==> src/common/msc_map.vh <==
// Register map, field positions and timing constants of the start-up block.
// Contract
// RULE_01: Brake hold time from 4-bit code, 10ms..15s.
// RULE_02: Float hold time from 4-bit code, same table.
// RULE_03: Stationary brake time from 3-bit code, 1..1000ms.
// RULE_04: Coast instead of resync below back-EMF threshold.
// RULE_05: Start method: align, double, probe, slow cycle.
// RULE_06: Alignment voltage ramps at coded rate; Ah undefined.
// RULE_07: Alignment hold time from 4-bit code, 5ms..10s.
// RULE_08: Alignment current limited by coded voltage; 0h reserved.
// RULE_09: Position probe pulse rate from 3-bit code.
// RULE_10: Probe pulse ends at coded current voltage threshold.
// RULE_11: After probe pulse release by brake or tristate.
// RULE_12: First commutation advanced 0/30/60/90 degrees.
// RULE_13: Probe runs 1 to 4 times, results averaged.
// RULE_14: Slow first cycle frequency from code; Ah undefined.
// RULE_15: Speed detection only when its enable is set.
// RULE_16: Timed brake and float only when enabled.
// RULE_17: Brake uses low or high switches per side bit.
// RULE_18: Clock-derived timers; reserved codes flag bad configuration.
// RULE_19: Brake and float finish before start method begins.
`ifndef MSC_MAP_VH
`define MSC_MAP_VH

// Register port addresses.
`define MSC_SPEED_CFG_ADDR 8'h80
`define MSC_START_CFG_ADDR 8'h82
`define MSC_STATUS_ADDR 8'h7e
`define MSC_SPEED_CFG_RESET 32'h00000000
`define MSC_START_CFG_RESET 32'h00000000

// Fields of initial_speed_detect_config.
`define MSC_SPEED_EN_BIT 30
`define MSC_BRAKE_EN_BIT 29
`define MSC_FLOAT_EN_BIT 28
`define MSC_STAT_BRK_EN_BIT 25
`define MSC_BRAKE_SIDE_BIT 21
`define MSC_BRAKE_DUR_LSB 13
`define MSC_FLOAT_DUR_LSB 9
`define MSC_STAT_BRK_DUR_LSB 6
`define MSC_RESYNC_THR_LSB 3

// Fields of motor_startup_config_one.
`define MSC_METHOD_LSB 29
`define MSC_RAMP_LSB 25
`define MSC_ORIENT_DUR_LSB 21
`define MSC_ORIENT_LIM_LSB 17
`define MSC_PROBE_RATE_LSB 14
`define MSC_PROBE_LIM_LSB 10
`define MSC_PROBE_REL_LSB 8
`define MSC_PROBE_ADV_LSB 6
`define MSC_PROBE_REP_LSB 4
`define MSC_FIRST_RATE_LSB 0

// Start methods.
`define MSC_METHOD_ALIGN 2'h0
`define MSC_METHOD_DOUBLE 2'h1
`define MSC_METHOD_PROBE 2'h2
`define MSC_METHOD_SLOW 2'h3

// Timebase: clock rate and the microsecond and millisecond ticks.
`define MSC_CLK_MHZ 200
`define MSC_TICK_US 1
`define MSC_TICK_CYCLES (`MSC_CLK_MHZ * `MSC_TICK_US)
`define MSC_US_PER_MS 1000
`define MSC_SECTORS 6
`define MSC_RISE_MAX 16'hffff

`endif

==> src/rtl/msc_timer.v <==
// Loadable down-counter that counts microsecond ticks.
`timescale 1ns/1ps
module msc_timer #(
  parameter W = 24
) (
  input wire clk,
  input wire rstn,
  input wire tick,
  input wire load,
  input wire [W-1:0] load_val,
  output wire expired
);

  reg [W-1:0] count;

  // Load wins over the tick so a fresh duration never loses its first step.
  always @(posedge clk or negedge rstn) begin
    if (!rstn) begin
      count <= {W{1'b0}};
    end else if (load) begin
      count <= load_val;
    end else if (tick && count != {W{1'b0}}) begin
      count <= count - {{(W-1){1'b0}}, 1'b1};
    end
  end

  // Expiry is masked while a load is pending to hide the stale count.
  assign expired = (count == {W{1'b0}}) && !load;

endmodule

==> src/rtl/msc_startup.v <==
// Start-up sequencer: brake, float, stationary brake and start methods.
`timescale 1ns/1ps
`include "msc_map.vh"
module msc_startup #(
  parameter TICK_CYCLES = `MSC_TICK_CYCLES,
  parameter US_PER_MS = `MSC_US_PER_MS
) (
  input wire CLK,
  input wire RSTN,
  input wire CFG_WR,
  input wire CFG_RD,
  input wire [7:0] CFG_ADDR,
  input wire [31:0] CFG_WDATA,
  output reg [31:0] CFG_RDATA,
  input wire START,
  input wire SPEED_DONE,
  input wire SPEED_STILL,
  input wire [11:0] BEMF_MV,
  input wire [11:0] MIN_DUTY_MV,
  input wire [11:0] ISENSE_MV,
  output reg [2:0] HS_ON,
  output reg [2:0] LS_ON,
  output reg [23:0] DRIVE_UV,
  output wire BUSY,
  output reg DONE,
  output reg RESYNC,
  output reg [3:0] FIRST_ANGLE,
  output wire CFG_ERROR
);

  localparam [10:0] S_IDLE = 11'h001;
  localparam [10:0] S_DETECT = 11'h002;
  localparam [10:0] S_STAT_BRK = 11'h004;
  localparam [10:0] S_BRAKE = 11'h008;
  localparam [10:0] S_FLOAT = 11'h010;
  localparam [10:0] S_ALIGN = 11'h020;
  localparam [10:0] S_ALIGN2 = 11'h040;
  localparam [10:0] S_PROBE_ON = 11'h080;
  localparam [10:0] S_PROBE_OFF = 11'h100;
  localparam [10:0] S_SLOW = 11'h200;
  localparam [10:0] S_FINISH = 11'h400;

  reg [31:0] speed_cfg;
  reg [31:0] start_cfg;
  reg [10:0] state;
  reg tmr_load;
  reg [23:0] tmr_val;
  reg rate_load;
  reg [23:0] rate_val;
  reg [7:0] div_cnt;
  reg us_tick;
  reg [9:0] ms_cnt;
  reg ms_tick;
  reg [2:0] sector;
  reg [1:0] run;
  reg [15:0] rise;
  reg [17:0] acc [0:5];
  reg [2:0] best;
  reg [17:0] best_val;
  reg [11:0] resync_thr;
  integer i;
  integer j;
  wire tmr_done;
  wire rate_done;

  // Field views of the two configuration words.
  wire speed_en = speed_cfg[`MSC_SPEED_EN_BIT];
  wire brake_en = speed_cfg[`MSC_BRAKE_EN_BIT];
  wire timed_float_enable = speed_cfg[`MSC_FLOAT_EN_BIT];
  wire stat_brk_en = speed_cfg[`MSC_STAT_BRK_EN_BIT];
  wire brake_switch_side = speed_cfg[`MSC_BRAKE_SIDE_BIT];
  wire [3:0] brake_hold_duration = speed_cfg[`MSC_BRAKE_DUR_LSB +: 4];
  wire [3:0] float_hold_duration = speed_cfg[`MSC_FLOAT_DUR_LSB +: 4];
  wire [2:0] stationary_brake_duration = speed_cfg[`MSC_STAT_BRK_DUR_LSB +: 3];
  wire [2:0] resync_code = speed_cfg[`MSC_RESYNC_THR_LSB +: 3];
  wire [1:0] start_method_select = start_cfg[`MSC_METHOD_LSB +: 2];
  wire [3:0] ramp_code = start_cfg[`MSC_RAMP_LSB +: 4];
  wire [3:0] orient_duration = start_cfg[`MSC_ORIENT_DUR_LSB +: 4];
  wire [3:0] orient_current_limit = start_cfg[`MSC_ORIENT_LIM_LSB +: 4];
  wire [2:0] position_probe_pulse_rate = start_cfg[`MSC_PROBE_RATE_LSB +: 3];
  wire [3:0] position_probe_current_limit = start_cfg[`MSC_PROBE_LIM_LSB +: 4];
  wire [1:0] position_probe_release_select = start_cfg[`MSC_PROBE_REL_LSB +: 2];
  wire [1:0] position_probe_advance = start_cfg[`MSC_PROBE_ADV_LSB +: 2];
  wire [1:0] position_probe_repeat_count = start_cfg[`MSC_PROBE_REP_LSB +: 2];
  wire [3:0] first_cycle_rate = start_cfg[`MSC_FIRST_RATE_LSB +: 4];

  // Hold-time table shared by brake and float, in microseconds.
  function [23:0] hold_us;
    input [3:0] code;
    begin
      case (code)
        4'h0: hold_us = 24'd10000;
        4'h1: hold_us = 24'd50000;
        4'h2: hold_us = 24'd100000;
        4'h3: hold_us = 24'd200000;
        4'h4: hold_us = 24'd300000;
        4'h5: hold_us = 24'd400000;
        4'h6: hold_us = 24'd500000;
        4'h7: hold_us = 24'd750000;
        4'h8: hold_us = 24'd1000000;
        4'h9: hold_us = 24'd2000000;
        4'ha: hold_us = 24'd3000000;
        4'hb: hold_us = 24'd4000000;
        4'hc: hold_us = 24'd5000000;
        4'hd: hold_us = 24'd7500000;
        4'he: hold_us = 24'd10000000;
        default: hold_us = 24'd15000000;
      endcase
    end
  endfunction

  // Stationary brake table in microseconds.
  function [23:0] stat_us;
    input [2:0] code;
    begin
      case (code)
        3'h0: stat_us = 24'd1000;
        3'h1: stat_us = 24'd10000;
        3'h2: stat_us = 24'd25000;
        3'h3: stat_us = 24'd50000;
        3'h4: stat_us = 24'd100000;
        3'h5: stat_us = 24'd250000;
        3'h6: stat_us = 24'd500000;
        default: stat_us = 24'd1000000;
      endcase
    end
  endfunction

  // Alignment hold table in microseconds.
  function [23:0] orient_us;
    input [3:0] code;
    begin
      case (code)
        4'h0: orient_us = 24'd5000;
        4'h1: orient_us = 24'd10000;
        4'h2: orient_us = 24'd25000;
        4'h3: orient_us = 24'd50000;
        4'h4: orient_us = 24'd75000;
        4'h5: orient_us = 24'd100000;
        4'h6: orient_us = 24'd200000;
        4'h7: orient_us = 24'd400000;
        4'h8: orient_us = 24'd600000;
        4'h9: orient_us = 24'd800000;
        4'ha: orient_us = 24'd1000000;
        4'hb: orient_us = 24'd2000000;
        4'hc: orient_us = 24'd4000000;
        4'hd: orient_us = 24'd6000000;
        4'he: orient_us = 24'd8000000;
        default: orient_us = 24'd10000000;
      endcase
    end
  endfunction

  // Ramp step per millisecond in microvolts; the undefined code gives 0.
  function [23:0] ramp_uv;
    input [3:0] code;
    begin
      case (code)
        4'h0: ramp_uv = 24'd100;
        4'h1: ramp_uv = 24'd200;
        4'h2: ramp_uv = 24'd500;
        4'h3: ramp_uv = 24'd1000;
        4'h4: ramp_uv = 24'd2500;
        4'h5: ramp_uv = 24'd5000;
        4'h6: ramp_uv = 24'd7500;
        4'h7: ramp_uv = 24'd10000;
        4'h8: ramp_uv = 24'd25000;
        4'h9: ramp_uv = 24'd50000;
        4'hb: ramp_uv = 24'd100000;
        4'hc: ramp_uv = 24'd250000;
        4'hd: ramp_uv = 24'd500000;
        4'he: ramp_uv = 24'd750000;
        4'hf: ramp_uv = 24'd1000000;
        default: ramp_uv = 24'd0;
      endcase
    end
  endfunction

  // Probe pulse period in microseconds.
  function [23:0] probe_us;
    input [2:0] code;
    begin
      case (code)
        3'h0: probe_us = 24'd20000;
        3'h1: probe_us = 24'd10000;
        3'h2: probe_us = 24'd4000;
        3'h3: probe_us = 24'd2000;
        3'h4: probe_us = 24'd1000;
        3'h5: probe_us = 24'd500;
        3'h6: probe_us = 24'd200;
        default: probe_us = 24'd100;
      endcase
    end
  endfunction

  // One sixth of the first electrical period, in microseconds.
  function [23:0] step_us;
    input [3:0] code;
    begin
      case (code)
        4'h0: step_us = 24'd3333333;
        4'h1: step_us = 24'd1666666;
        4'h2: step_us = 24'd666666;
        4'h3: step_us = 24'd333333;
        4'h4: step_us = 24'd166666;
        4'h5: step_us = 24'd83333;
        4'h6: step_us = 24'd55555;
        4'h7: step_us = 24'd33333;
        4'h8: step_us = 24'd16666;
        4'h9: step_us = 24'd11111;
        4'hb: step_us = 24'd6666;
        4'hc: step_us = 24'd3333;
        4'hd: step_us = 24'd1666;
        4'he: step_us = 24'd1111;
        default: step_us = 24'd833;
      endcase
    end
  endfunction

  // Six-step pattern: high-side phase in [5:3], low-side phase in [2:0].
  function [5:0] step_pat;
    input [2:0] sec;
    begin
      case (sec)
        3'h0: step_pat = 6'b001_010;
        3'h1: step_pat = 6'b001_100;
        3'h2: step_pat = 6'b010_100;
        3'h3: step_pat = 6'b010_001;
        3'h4: step_pat = 6'b100_001;
        default: step_pat = 6'b100_010;
      endcase
    end
  endfunction

  // Reserved and undefined codes block any start. RULE_18 RULE_08 RULE_10
  assign CFG_ERROR = (ramp_code == 4'ha) || (orient_current_limit == 4'h0) ||
                     (position_probe_current_limit < 4'h2) ||
                     position_probe_release_select[1] ||
                     (first_cycle_rate == 4'ha); // RULE_06 RULE_11 RULE_14
  assign BUSY = (state != S_IDLE);

  // Resync threshold in millivolts; code 0 follows the minimum duty level.
  always @* begin
    case (resync_code)
      3'h1: resync_thr = 12'd300;
      3'h2: resync_thr = 12'd400;
      3'h3: resync_thr = 12'd500;
      3'h4: resync_thr = 12'd600;
      3'h5: resync_thr = 12'd800;
      3'h6: resync_thr = 12'd1000;
      3'h7: resync_thr = 12'd1250;
      default: resync_thr = MIN_DUTY_MV;
    endcase
  end

  // Register port with a registered read; unmapped addresses read zero.
  always @(posedge CLK or negedge RSTN) begin
    if (!RSTN) begin
      speed_cfg <= `MSC_SPEED_CFG_RESET;
      start_cfg <= `MSC_START_CFG_RESET;
      CFG_RDATA <= 32'h00000000;
    end else begin
      if (CFG_WR && CFG_ADDR == `MSC_SPEED_CFG_ADDR) begin
        speed_cfg <= CFG_WDATA;
      end
      if (CFG_WR && CFG_ADDR == `MSC_START_CFG_ADDR) begin
        start_cfg <= CFG_WDATA;
      end
      if (CFG_RD) begin
        case (CFG_ADDR)
          `MSC_SPEED_CFG_ADDR: CFG_RDATA <= speed_cfg;
          `MSC_START_CFG_ADDR: CFG_RDATA <= start_cfg;
          `MSC_STATUS_ADDR: CFG_RDATA <= {13'h0000, CFG_ERROR, FIRST_ANGLE,
                                          3'h0, state};
          default: CFG_RDATA <= 32'h00000000;
        endcase
      end
    end
  end

  // Microsecond and millisecond enables from the system clock. RULE_18
  always @(posedge CLK or negedge RSTN) begin
    if (!RSTN) begin
      div_cnt <= 8'h00;
      us_tick <= 1'b0;
      ms_cnt <= 10'h000;
      ms_tick <= 1'b0;
    end else begin
      us_tick <= (div_cnt == TICK_CYCLES - 1);
      div_cnt <= (div_cnt == TICK_CYCLES - 1) ? 8'h00 : div_cnt + 8'h01;
      ms_tick <= us_tick && (ms_cnt == US_PER_MS - 1);
      if (us_tick) begin
        ms_cnt <= (ms_cnt == US_PER_MS - 1) ? 10'h000 : ms_cnt + 10'h001;
      end
    end
  end

  // Duration timer for every timed state.
  msc_timer #(.W(24)) u_dur (
    .clk(CLK),
    .rstn(RSTN),
    .tick(us_tick),
    .load(tmr_load),
    .load_val(tmr_val),
    .expired(tmr_done)
  );

  // Free-running probe pulse rate timer, reloaded on each expiry. RULE_09
  msc_timer #(.W(24)) u_rate (
    .clk(CLK),
    .rstn(RSTN),
    .tick(us_tick),
    .load(rate_load),
    .load_val(rate_val),
    .expired(rate_done)
  );

  always @(posedge CLK or negedge RSTN) begin
    if (!RSTN) begin
      rate_load <= 1'b0;
      rate_val <= 24'h000000;
    end else begin
      rate_load <= rate_done;
      rate_val <= probe_us(position_probe_pulse_rate);
    end
  end

  // Lowest summed rise time marks the rotor; sums rank like averages.
  always @* begin
    best = 3'h0;
    best_val = acc[0];
    for (j = 1; j < `MSC_SECTORS; j = j + 1) begin
      if (acc[j] < best_val) begin
        best = j[2:0];
        best_val = acc[j];
      end
    end
  end

  // Main sequencer.
  always @(posedge CLK or negedge RSTN) begin
    if (!RSTN) begin
      state <= S_IDLE;
      tmr_load <= 1'b0;
      tmr_val <= 24'h000000;
      sector <= 3'h0;
      run <= 2'h0;
      rise <= 16'h0000;
      DRIVE_UV <= 24'h000000;
      DONE <= 1'b0;
      RESYNC <= 1'b0;
      FIRST_ANGLE <= 4'h0;
      for (i = 0; i < `MSC_SECTORS; i = i + 1) begin
        acc[i] <= 18'h00000;
      end
    end else begin
      tmr_load <= 1'b0;
      DONE <= 1'b0;
      RESYNC <= 1'b0;
      // Voltage ramps each millisecond while below the current limit.
      if ((state == S_ALIGN || state == S_ALIGN2 || state == S_SLOW) &&
          ms_tick) begin
        // Limit is code times 100 mV; 1500 mV still fits the 12-bit compare.
        if (ISENSE_MV < {8'h00, orient_current_limit} * 12'd100) begin
          DRIVE_UV <= DRIVE_UV + ramp_uv(ramp_code); // RULE_06 RULE_08
        end
      end
      case (state)
        S_IDLE: begin
          DRIVE_UV <= 24'h000000;
          if (START && !CFG_ERROR) begin
            if (speed_en) begin
              state <= S_DETECT; // RULE_15
            end else if (brake_en) begin
              state <= S_BRAKE; // RULE_16
              tmr_load <= 1'b1;
              tmr_val <= hold_us(brake_hold_duration); // RULE_01
            end else if (timed_float_enable) begin
              state <= S_FLOAT; // RULE_16
              tmr_load <= 1'b1;
              tmr_val <= hold_us(float_hold_duration); // RULE_02
            end else begin
              state <= S_FINISH;
              sector <= 3'h7;
            end
          end
        end
        S_DETECT: begin
          if (SPEED_DONE) begin
            if (SPEED_STILL && stat_brk_en) begin
              state <= S_STAT_BRK;
              tmr_load <= 1'b1;
              tmr_val <= stat_us(stationary_brake_duration); // RULE_03
            end else if (!SPEED_STILL && BEMF_MV >= resync_thr) begin
              RESYNC <= 1'b1; // RULE_04
              state <= S_IDLE;
            end else begin
              state <= S_STAT_BRK; // RULE_04
              tmr_load <= 1'b1;
              tmr_val <= 24'h000000;
            end
          end
        end
        S_STAT_BRK, S_BRAKE: begin
          if (tmr_done) begin
            if (state == S_STAT_BRK && brake_en) begin
              state <= S_BRAKE;
              tmr_load <= 1'b1;
              tmr_val <= hold_us(brake_hold_duration); // RULE_01
            end else if (timed_float_enable) begin
              state <= S_FLOAT;
              tmr_load <= 1'b1;
              tmr_val <= hold_us(float_hold_duration); // RULE_02
            end else begin
              state <= S_FINISH;
              sector <= 3'h7;
            end
          end
        end
        S_FLOAT: begin
          if (tmr_done) begin
            state <= S_FINISH; // RULE_19
            sector <= 3'h7;
          end
        end
        S_ALIGN, S_ALIGN2: begin
          if (tmr_done) begin
            if (state == S_ALIGN &&
                start_method_select == `MSC_METHOD_DOUBLE) begin
              state <= S_ALIGN2;
              sector <= 3'h0;
              tmr_load <= 1'b1;
              tmr_val <= orient_us(orient_duration); // RULE_07
            end else begin
              DONE <= 1'b1;
              FIRST_ANGLE <= {sector, 1'b0};
              state <= S_IDLE;
            end
          end
        end
        S_PROBE_ON: begin
          if (us_tick && rise != `MSC_RISE_MAX) begin
            rise <= rise + 16'h0001;
          end
          if (ISENSE_MV >= {8'h00, position_probe_current_limit} * 12'd100 ||
              rise == `MSC_RISE_MAX) begin
            acc[sector] <= acc[sector] + {2'h0, rise}; // RULE_10 RULE_13
            state <= S_PROBE_OFF;
          end
        end
        S_PROBE_OFF: begin
          if (rate_done) begin
            rise <= 16'h0000;
            if (sector == `MSC_SECTORS - 1) begin
              if (run == position_probe_repeat_count) begin
                DONE <= 1'b1; // RULE_12
                FIRST_ANGLE <= ({best, 1'b0} + {2'h0, position_probe_advance})
                               % 4'd12;
                state <= S_IDLE;
              end else begin
                run <= run + 2'h1; // RULE_13
                sector <= 3'h0;
                state <= S_PROBE_ON;
              end
            end else begin
              sector <= sector + 3'h1;
              state <= S_PROBE_ON; // RULE_09
            end
          end
        end
        S_SLOW: begin
          if (tmr_done) begin
            if (sector == `MSC_SECTORS - 1) begin
              DONE <= 1'b1;
              FIRST_ANGLE <= 4'h0;
              state <= S_IDLE;
            end else begin
              sector <= sector + 3'h1;
              tmr_load <= 1'b1;
              tmr_val <= step_us(first_cycle_rate); // RULE_14
            end
          end
        end
        S_FINISH: begin
          // Dispatch to the start method once pre-drive states are over.
          run <= 2'h0;
          rise <= 16'h0000;
          for (i = 0; i < `MSC_SECTORS; i = i + 1) begin
            acc[i] <= 18'h00000;
          end
          case (start_method_select) // RULE_05 RULE_19
            `MSC_METHOD_PROBE: begin
              sector <= 3'h0;
              state <= S_PROBE_ON;
            end
            `MSC_METHOD_SLOW: begin
              sector <= 3'h0;
              state <= S_SLOW;
              tmr_load <= 1'b1;
              tmr_val <= step_us(first_cycle_rate); // RULE_14
            end
            default: begin
              sector <= (start_method_select == `MSC_METHOD_DOUBLE) ?
                        3'h1 : 3'h0;
              state <= S_ALIGN;
              tmr_load <= 1'b1;
              tmr_val <= orient_us(orient_duration); // RULE_07
            end
          endcase
        end
        default: state <= S_IDLE;
      endcase
    end
  end

  // Six-step pattern of the current sector, split into its two sides below.
  wire [5:0] pat = step_pat(sector);

  // Switch pattern per state, registered to keep the gates glitch free.
  always @(posedge CLK or negedge RSTN) begin
    if (!RSTN) begin
      HS_ON <= 3'h0;
      LS_ON <= 3'h0;
    end else begin
      case (state)
        S_STAT_BRK, S_BRAKE: begin
          HS_ON <= brake_switch_side ? 3'h7 : 3'h0; // RULE_17
          LS_ON <= brake_switch_side ? 3'h0 : 3'h7; // RULE_17
        end
        S_PROBE_OFF: begin
          // Brake release drains the winding; tristate lets it decay.
          HS_ON <= (!position_probe_release_select[0] && brake_switch_side)
                   ? 3'h7 : 3'h0; // RULE_11
          LS_ON <= (!position_probe_release_select[0] && !brake_switch_side)
                   ? 3'h7 : 3'h0; // RULE_11
        end
        S_ALIGN, S_ALIGN2, S_PROBE_ON, S_SLOW: begin
          HS_ON <= pat[5:3];
          LS_ON <= pat[2:0];
        end
        default: begin
          HS_ON <= 3'h0;
          LS_ON <= 3'h0;
        end
      endcase
    end
  end

endmodule

==> config.mk <==
export PLATFORM = sky130hd
export DESIGN_NAME = msc_startup
export DESIGN_NICKNAME = d
export VERILOG_FILES = /design/src/rtl/msc_timer.v /design/src/rtl/msc_startup.v
export VERILOG_INCLUDE_DIRS = /design/src /design/src/common
export SDC_FILE = /design/constraint.sdc
export NUM_CORES = 1
export LEC_CHECK = 0
export BUFFER_PORTS_ARGS = -buffer_cell sky130_fd_sc_hd__buf_2
export CORE_ASPECT_RATIO = 1.5
export CORE_MARGIN = 5
export CORE_UTILIZATION = 55
export CTS_CLUSTER_SIZE = 28
export DETAILED_ROUTE_END_ITERATION = 10
export PLACE_DENSITY_LB_ADDON = 0.15
export RECOVER_POWER = 25
export SYNTH_ARGS = -nofsm -noshare
export SYNTH_HDL_FRONTEND = slang
export SYNTH_SLANG_ARGS = --single-unit
==> constraint.sdc <==
create_clock -name CLK -period 21.1 [get_ports CLK]
set_input_delay 1.055 -clock CLK [delete_from_list [all_inputs] [get_ports CLK]]
set_output_delay 1.055 -clock CLK [all_outputs]
set_load 0.01 [all_outputs]
==> results of run 1 <==
==> synth_stat cells, types with 17 or more instances <==
cell      count
inv_1       165
ha_1        206
a211oi_1     22
nor2b_1      30
mux2_2      104
dfrtp_1     375
o22ai_1      37
xor2_1       33
buf_1        18
or3_1        34
xnor2_1      41
a22oi_1      65
a21oi_1     206
o21a_1       17
and3_1       22
nor2_1      253
nand2_1     187
nand2b_1     19
mux2i_1      82
nor3_1       74
nand3_1     190
a21o_1       45
o31ai_1      23
clkbuf_1    143
nand4_1      28
o21ai_0     307
==> how the worst min path moves through the flow <==
stage / end / slack, ns / cells past startpoint
2_1_floorplan: div_cnt[0]$_DFF_PN0_ / 0.43 / 1
3_3_place_gp: div_cnt[0]$_DFF_PN0_ / 0.45 / 1
3_5_place_dp: div_cnt[0]$_DFF_PN0_ / 0.45 / 1
4_1_cts: div_cnt[0]$_DFF_PN0_ / 0.46 / 1
5_1_grt: div_cnt[0]$_DFF_PN0_ / 0.50 / 1
6_report: div_cnt[0]$_DFF_PN0_ / 0.46 / 1
==> cell type report <==
type                    count  area [sq um]
repair buffers            186          1000
inverters                 166           623
diodes                      2          5.00
fillers                  4144         18200
flip-flops and latches    376          9410
well taps                 594           743
clock buffers              46          1060
clock inverters            26           397
multi-input cells        2244         15000
==> placed cells by master (no fill, tap or decap), types with 37 or more instances in the layout <==
cell type | synthesis | routed
a22oi_1 | 65 | 65
buf_2 | 5 | 149
a21oi_1 | 206 | 206
clkbuf_16 | 0 | 40
nand2_1 | 187 | 187
ha_1 | 206 | 206
inv_1 | 165 | 165
a21o_1 | 45 | 45
nor2_1 | 253 | 253
o22ai_1 | 37 | 37
xnor2_1 | 41 | 41
nor3_1 | 74 | 70
dfrtp_1 | 375 | 374
nand3_1 | 190 | 190
mux2i_1 | 82 | 82
mux2_2 | 104 | 104
o21ai_0 | 307 | 306
==> cells by family after synthesis <==
kind of cell               synth area share, %
muxes                                     8.03
other                                   0.0146
buffers and inverters                     4.94
adders and majority gates                 10.4
DFF                                       36.7
xor gates and xnor gates                  2.53
AOI/OAI and AO/OA                         19.9
and+or+nand+nor                           17.5
==> power by group through the flow <==
stage / registers (mW) / logic (mW) / clock network (mW)
CTS: 0.843 / 0.838 / 0.803
floorplan: 0.819 / 0.613 / 0
detailed placement: 0.856 / 0.835 / 0
global placement: 0.854 / 0.814 / 0
global route: 0.852 / 0.920 / 0.832
finish: 0.845 / 0.844 / 0.792
==> through the flow <==
stage          total power [mW]  instance area (sq um)  setup slack, ns  utilization (%)  cells
2_1_floorplan              1.43                  25600             9.34                -   2954
3_3_place_gp               1.67                  26800             7.87             57.7   3566
3_5_place_dp               1.69                  26800             7.47             57.7   3566
4_1_cts                    2.48                  28300             7.40             60.9   3638
5_1_grt                    2.60                  28300             6.12             60.8   3638
6_report                   2.48                  28300             7.30             60.8   3640
==> layer usage <==
metal / part of all wire (%) / vias up
li1: - / 10800
met1: 38 / 11200
met2: 51 / 703
met3: 5.1 / 218
met4: 6.2 / 2
met5: 0.016 / -
==> flip-flops by register name, summed over array words and instances, names as in the netlist, 10 cells and up <==
signal,count
rise,16
start_cfg,32
speed_cfg,32
u_rate.count,24
rate_val,12
CFG_RDATA,32
u_dur.count,24
acc,108
tmr_val,24
ms_cnt,10
DRIVE_UV,22
state,11
==> worst max-delay path: cells and delay by family, from the launching register on <==
kind | cells | cell delay [ns]
multiplexers | 3 | 1.05
adder cells (fa/ha/maj) | 6 | 1.60
AO/OA/AOI/OAI | 26 | 6.17
AND/OR/NAND/NOR | 15 | 3.43
buffers and inverters | 5 | 1.01
flip-flops | 1 | 0.41
==> run_results.csv, run 1 <==
group,metric,value,unit
status,outcome,"finished with violations",
status,violations,"max-capacitance violations, max-slew violations",
floorplan,core,46500,sq um
sta,fmax,72.5,MHz
route,dr.pass1.iters,8,
worst_setup_path,required,21.61,ns
route,post_drt_wl_per_cell,22.4,microns
worst_setup_path,cp-endpoint,"FIRST_ANGLE[2]$_DFFE_PN0P_",
route,totalWireLength,81700,microns
logic_synthesis,yosys_register_bits,376,
pwr,vdd_drop_max,89.7,uV
sta,finalSetupTns,0,ns
sta,rsz0062_at_grt,"false",
floorplan,num_rows,97,
logic_synthesis,synthArstFlopShare,100,%
logic_synthesis,yosysSeqAreaShare,36.7,%
sta,hold_violations,0,
global_routing,grt.met3_usage,4.99,%
logic_synthesis,yosysTopAreaCell,"dfrtp_1",
route,vias_per_cell,6.29,
logic_synthesis,synthDistinctLibCells,82,
cts,cts_sinks,376,
route,drc_errors,0,
floorplan,die-area,51100,sq um
logic_synthesis,postSynthAreaPerCell,8.68,sq um
pwr,combPwrFrac,34.0,%
floorplan,die_w,186,microns
worst_setup_path,worstReg2RegEnd,"FIRST_ANGLE[2]$_DFFE_PN0P_",
global_routing,gr-usage-met2,55.8,%
pwr,p_clk_share,31.9,%
cts,ctsResizeCount,0,
worst_setup_path,r2r_cells,55,
worst_setup_path,critical_path.startpoint,"acc[73]$_DFFE_PN0P_",
route,drt_iter0_markers,1570,
worst_setup_path,startpoint_type,"flop",
global_routing,grt_pass1_wl,128000,microns
worst_setup_path,worst_ep_arrival_time,14.31,ns
logic_synthesis,yosysTopAreaCellShare,36.6,%
pwr,leakage,12.8,nW
route,ant_nets,0,
logic_synthesis,synth_edf_count,0,
global_routing,grt_max_degree,110,
placement,dp_hpwl,61600,microns
sta,post-route-period-util,65.4,%
final_layout,drive_gt1_share,12.9,%
floorplan,die_h,274,microns
worst_setup_path,cp_slowest_cell,"and2_1",
min_path,min_from,"div_cnt[0]$_DFF_PN0_",
pwr,p_seq_share,34.1,%
cts,cts_root_buf,"clkbuf_16",
cts,post_cts_buffers,0,
worst_setup_path,cp-end-kind,"flop",
sta,worst_slew_pin_slew,4.97,ns
cts,path_clk_slew,0.07,ns
worst_setup_path,critical_path_class,"reg -> reg",
cts,htreeDepth,2,
global_routing,grt_pass1_vias,23100,
global_routing,grt.total_usage,31.8,%
placement,io_buffer_count,150,
worst_setup_path,r2r_slack,7.30,ns
floorplan,start_util,55.2,%
placement,gp_congestion,1.01,
pwr,p_sw_share,37.1,%
sta,maxSlewHeadroom,-231,%
final_layout,fin_nets,3307,
global_routing,grtUsageMet1,36.9,%
logic_synthesis,synth_ff_type,"dfrtp_1",
min_path,hp-class,"reg -> reg",
logic_synthesis,syn_inst,2953,
global_routing,top_usage_layer,"met2",
sta,min_period,13.80,ns
logic_synthesis,synth_area_leaders,"dfrtp_1 (37%), ha_1 (10%), o21ai_0 (6.0%)",
logic_synthesis,yosysWarnings,0,
cts,cts_tree,"done",
logic_synthesis,netlist_area,25600,sq um
pwr,power.density,87.8,nW/um^2
job,max-cap-violations,4,
worst_setup_path,slowest_delay,0.93,ns
cts,cts_buffer_depth,3,
sta,finalSetupViolCount,0,
global_routing,grt_antenna_before_repair,3,
route,vias,22900,
pwr,p_int,1.56,mW
floorplan,ioPinCount,153,
worst_setup_path,cp_max_fo,27,
cts,numCtsBuffers,40,
pwr,p_switching,0.921,mW
sta,drv_slew,230,
final_layout,area_growth,10.3,%
cts,postCtsHoldBufs,0,
worst_setup_path,rr_startpoint,"acc[73]$_DFFE_PN0P_",
global_routing,grt-ovfl-total,0,
sta,clock_skew,0.0205,ns
cts,insertion_delay,0.58,ns
sta,worst_hold_slack,0.455,ns
Power figures use the tool's default switching activity.
==> inputs of run 2 (changes only) <==
- clock period: 21.1 -> 12.9 ns (I/O delays scaled with it)
==> run 2 against run 1 <==
Net effect:
- the flow still finishes with violations (max-capacitance violations, max-slew violations)
- critical endpoint is now FIRST_ANGLE[3]$_DFFE_PN0P_
- die area stayed put
- cell area is 0.49% higher
- critical path depth is 2 higher
- via count is 0.69% higher
- critical path type unchanged
- hold slack worse by 0.14 ns
- global-route usage is 0.17 points higher
- sequential cell count stayed put
==> run_results.csv, run 2 (synthesis results as in run 1) <==
group,metric,value,unit
cts,numCtsBuffers,40,
final_layout,area_growth,10.8,%
sta,finalSetupTns,0,ns
sta,post-route-period-util,93.3,%
sta,finalSetupViolCount,0,
worst_setup_path,required,13.42,ns
final_layout,multi_input_area,15100,sq um
final_layout,drive_gt1_share,12.5,%
floorplan,core,46500,sq um
final_layout,final_cell_mix,"dfrtp_1 (374), o21ai_0 (306), nor2_1 (253)",
sta,hold_violations,0,
cts,cts_buffer_depth,3,
sta,maxSlewHeadroom,-265,%
global_routing,grt-ovfl-total,0,
sta,fmax,83.1,MHz
placement,dp_slack,0.286,ns
worst_setup_path,slowest_delay,0.51,ns
sta,fin_ws,0.864,ns
route,dr.pass1.iters,6,
cts,htreeDepth,2,
status,violations,"max-capacitance violations, max-slew violations",
floorplan,start_util,55.2,%
route,ant_nets,0,
job,max-cap-violations,4,
cts,path_clk_slew,0.07,ns
pwr,leakage,12.7,nW
floorplan,die_h,274,microns
sta,min_period,12.04,ns
global_routing,grt_pass1_wl,128000,microns
floorplan,die-area,51100,sq um
worst_setup_path,cp-end-kind,"flop",
worst_setup_path,r2r_cells,57,
final_layout,layout_commonest_cell,"dfrtp_1",
final_layout,largest_reg_flops,108,
global_routing,grt.total_usage,32.0,%
pwr,vdd_drop_max,135,uV
sta,worst_hold_slack,0.312,ns
worst_setup_path,r2r_slack,0.86,ns
final_layout,n_fill_cell,4087,
floorplan,ioPinCount,153,
min_path,hp-class,"in -> reg",
cts,insertion_delay,0.58,ns
worst_setup_path,critical_path_class,"reg -> reg",
final_layout,register_area,9410,sq um
pwr,power.density,149,nW/um^2
cts,cts_root_buf,"clkbuf_16",
min_path,hold_path_end,"state[1]$_DFFE_PN0P_",
floorplan,die_w,186,microns
global_routing,grt_pass1_vias,22700,
worst_setup_path,rr_startpoint,"acc[107]$_DFFE_PN0P_",
placement,gp_congestion,1.01,
worst_setup_path,critical_path.startpoint,"acc[107]$_DFFE_PN0P_",
sta,clock_skew,0.0180,ns
floorplan,num_rows,97,
final_layout,fin_nets,3324,
cts,cts_sinks,376,
min_path,hold_depth,2,
worst_setup_path,startpoint_type,"flop",
placement,io_buffer_count,150,
status,outcome,"finished with violations",
route,drt_iter0_markers,1883,
sta,drv_slew,245,
sta,worst_slew_pin_slew,5.47,ns
route,vias_per_cell,6.30,
global_routing,grt_max_degree,105,
route,vias,23100,
final_layout,top_register,"acc",
route,totalWireLength,82500,microns
worst_setup_path,worst_ep_arrival_time,12.55,ns
route,post_drt_wl_per_cell,22.5,microns
pwr,power.total,4.23,mW
worst_setup_path,cp_slowest_cell,"or4b_4",
sta,rsz0062_at_grt,"false",
worst_setup_path,cp_max_fo,35,
route,drc_errors,0,
min_path,min_from,"SPEED_DONE",
placement,dp_hpwl,61800,microns
cts,cts_tree,"done",
global_routing,grt_antenna_before_repair,4,
worst_setup_path,worstReg2RegEnd,"FIRST_ANGLE[3]$_DFFE_PN0P_",
-- run 2: worst max path at each step --
stage | end | slack, ns
floorplan | FIRST_ANGLE[3]$_DFFE_PN0P_ | 1.14
global placement | FIRST_ANGLE[2]$_DFFE_PN0P_ | 0.59
detailed placement | FIRST_ANGLE[3]$_DFFE_PN0P_ | 0.29
CTS | FIRST_ANGLE[3]$_DFFE_PN0P_ | 0.24
global route | FIRST_ANGLE[2]$_DFFE_PN0P_ | 0.02
finish | FIRST_ANGLE[3]$_DFFE_PN0P_ | 0.86
-- run 2: final cells by class --
class / count / share of cell area, %
repair buffers: 203 / 3.99
clock buffers: 51 / 3.99
diodes: 4 / 0.0352
inverters: 166 / 2.19
multi-input cells: 2244 / 53.0
well taps: 594 / 2.62
clock inverters: 22 / 1.03
flip-flops and latches: 376 / 33.1
-- run 2: stage by stage --
stage	cells	utilization (%)	instance area, sq um
2_1_floorplan	2954	-	25600
3_3_place_gp	3574	57.9	26900
3_5_place_dp	3574	57.9	26900
4_1_cts	3647	61.0	28300
5_1_grt	3656	61.1	28400
6_report	3660	61.1	28400
-- run 2: repair_timing --
action | in CTS | in global routing
resized for setup | 0 | 9
endpoints found under the hold margin | 0 | 0
buffers inserted | 0 | 9
hold buffers | 0 | 0
endpoints found under the setup margin | 0 | 3
-- run 2: routing by layer --
layer,GRT usage (%),routed length [microns]
met1,37.1,31100
met2,55.2,41300
met3,5.31,4440
met4,18.7,5640
met5,0,0
-- run 2: report_power, final --
part           internal, mW  leakage [nW]  switching [mW]  total [mW]
clock                 0.748         0.687           0.522        1.27
combinational         0.651          7.01           0.922        1.57
sequential             1.27          5.03           0.115        1.38
-- run 2: worst max-delay path: cells and delay by family, from the launching register on --
| kind | cells | cell delay, ns |
|---|---|---|
| AOI/OAI and AO/OA | 24 | 4.64 |
| adders and majority gates | 6 | 1.82 |
| buffers and inverters | 9 | 1.21 |
| DFF | 1 | 0.39 |
| muxes | 4 | 1.00 |
| and+or+nand+nor | 14 | 2.88 |
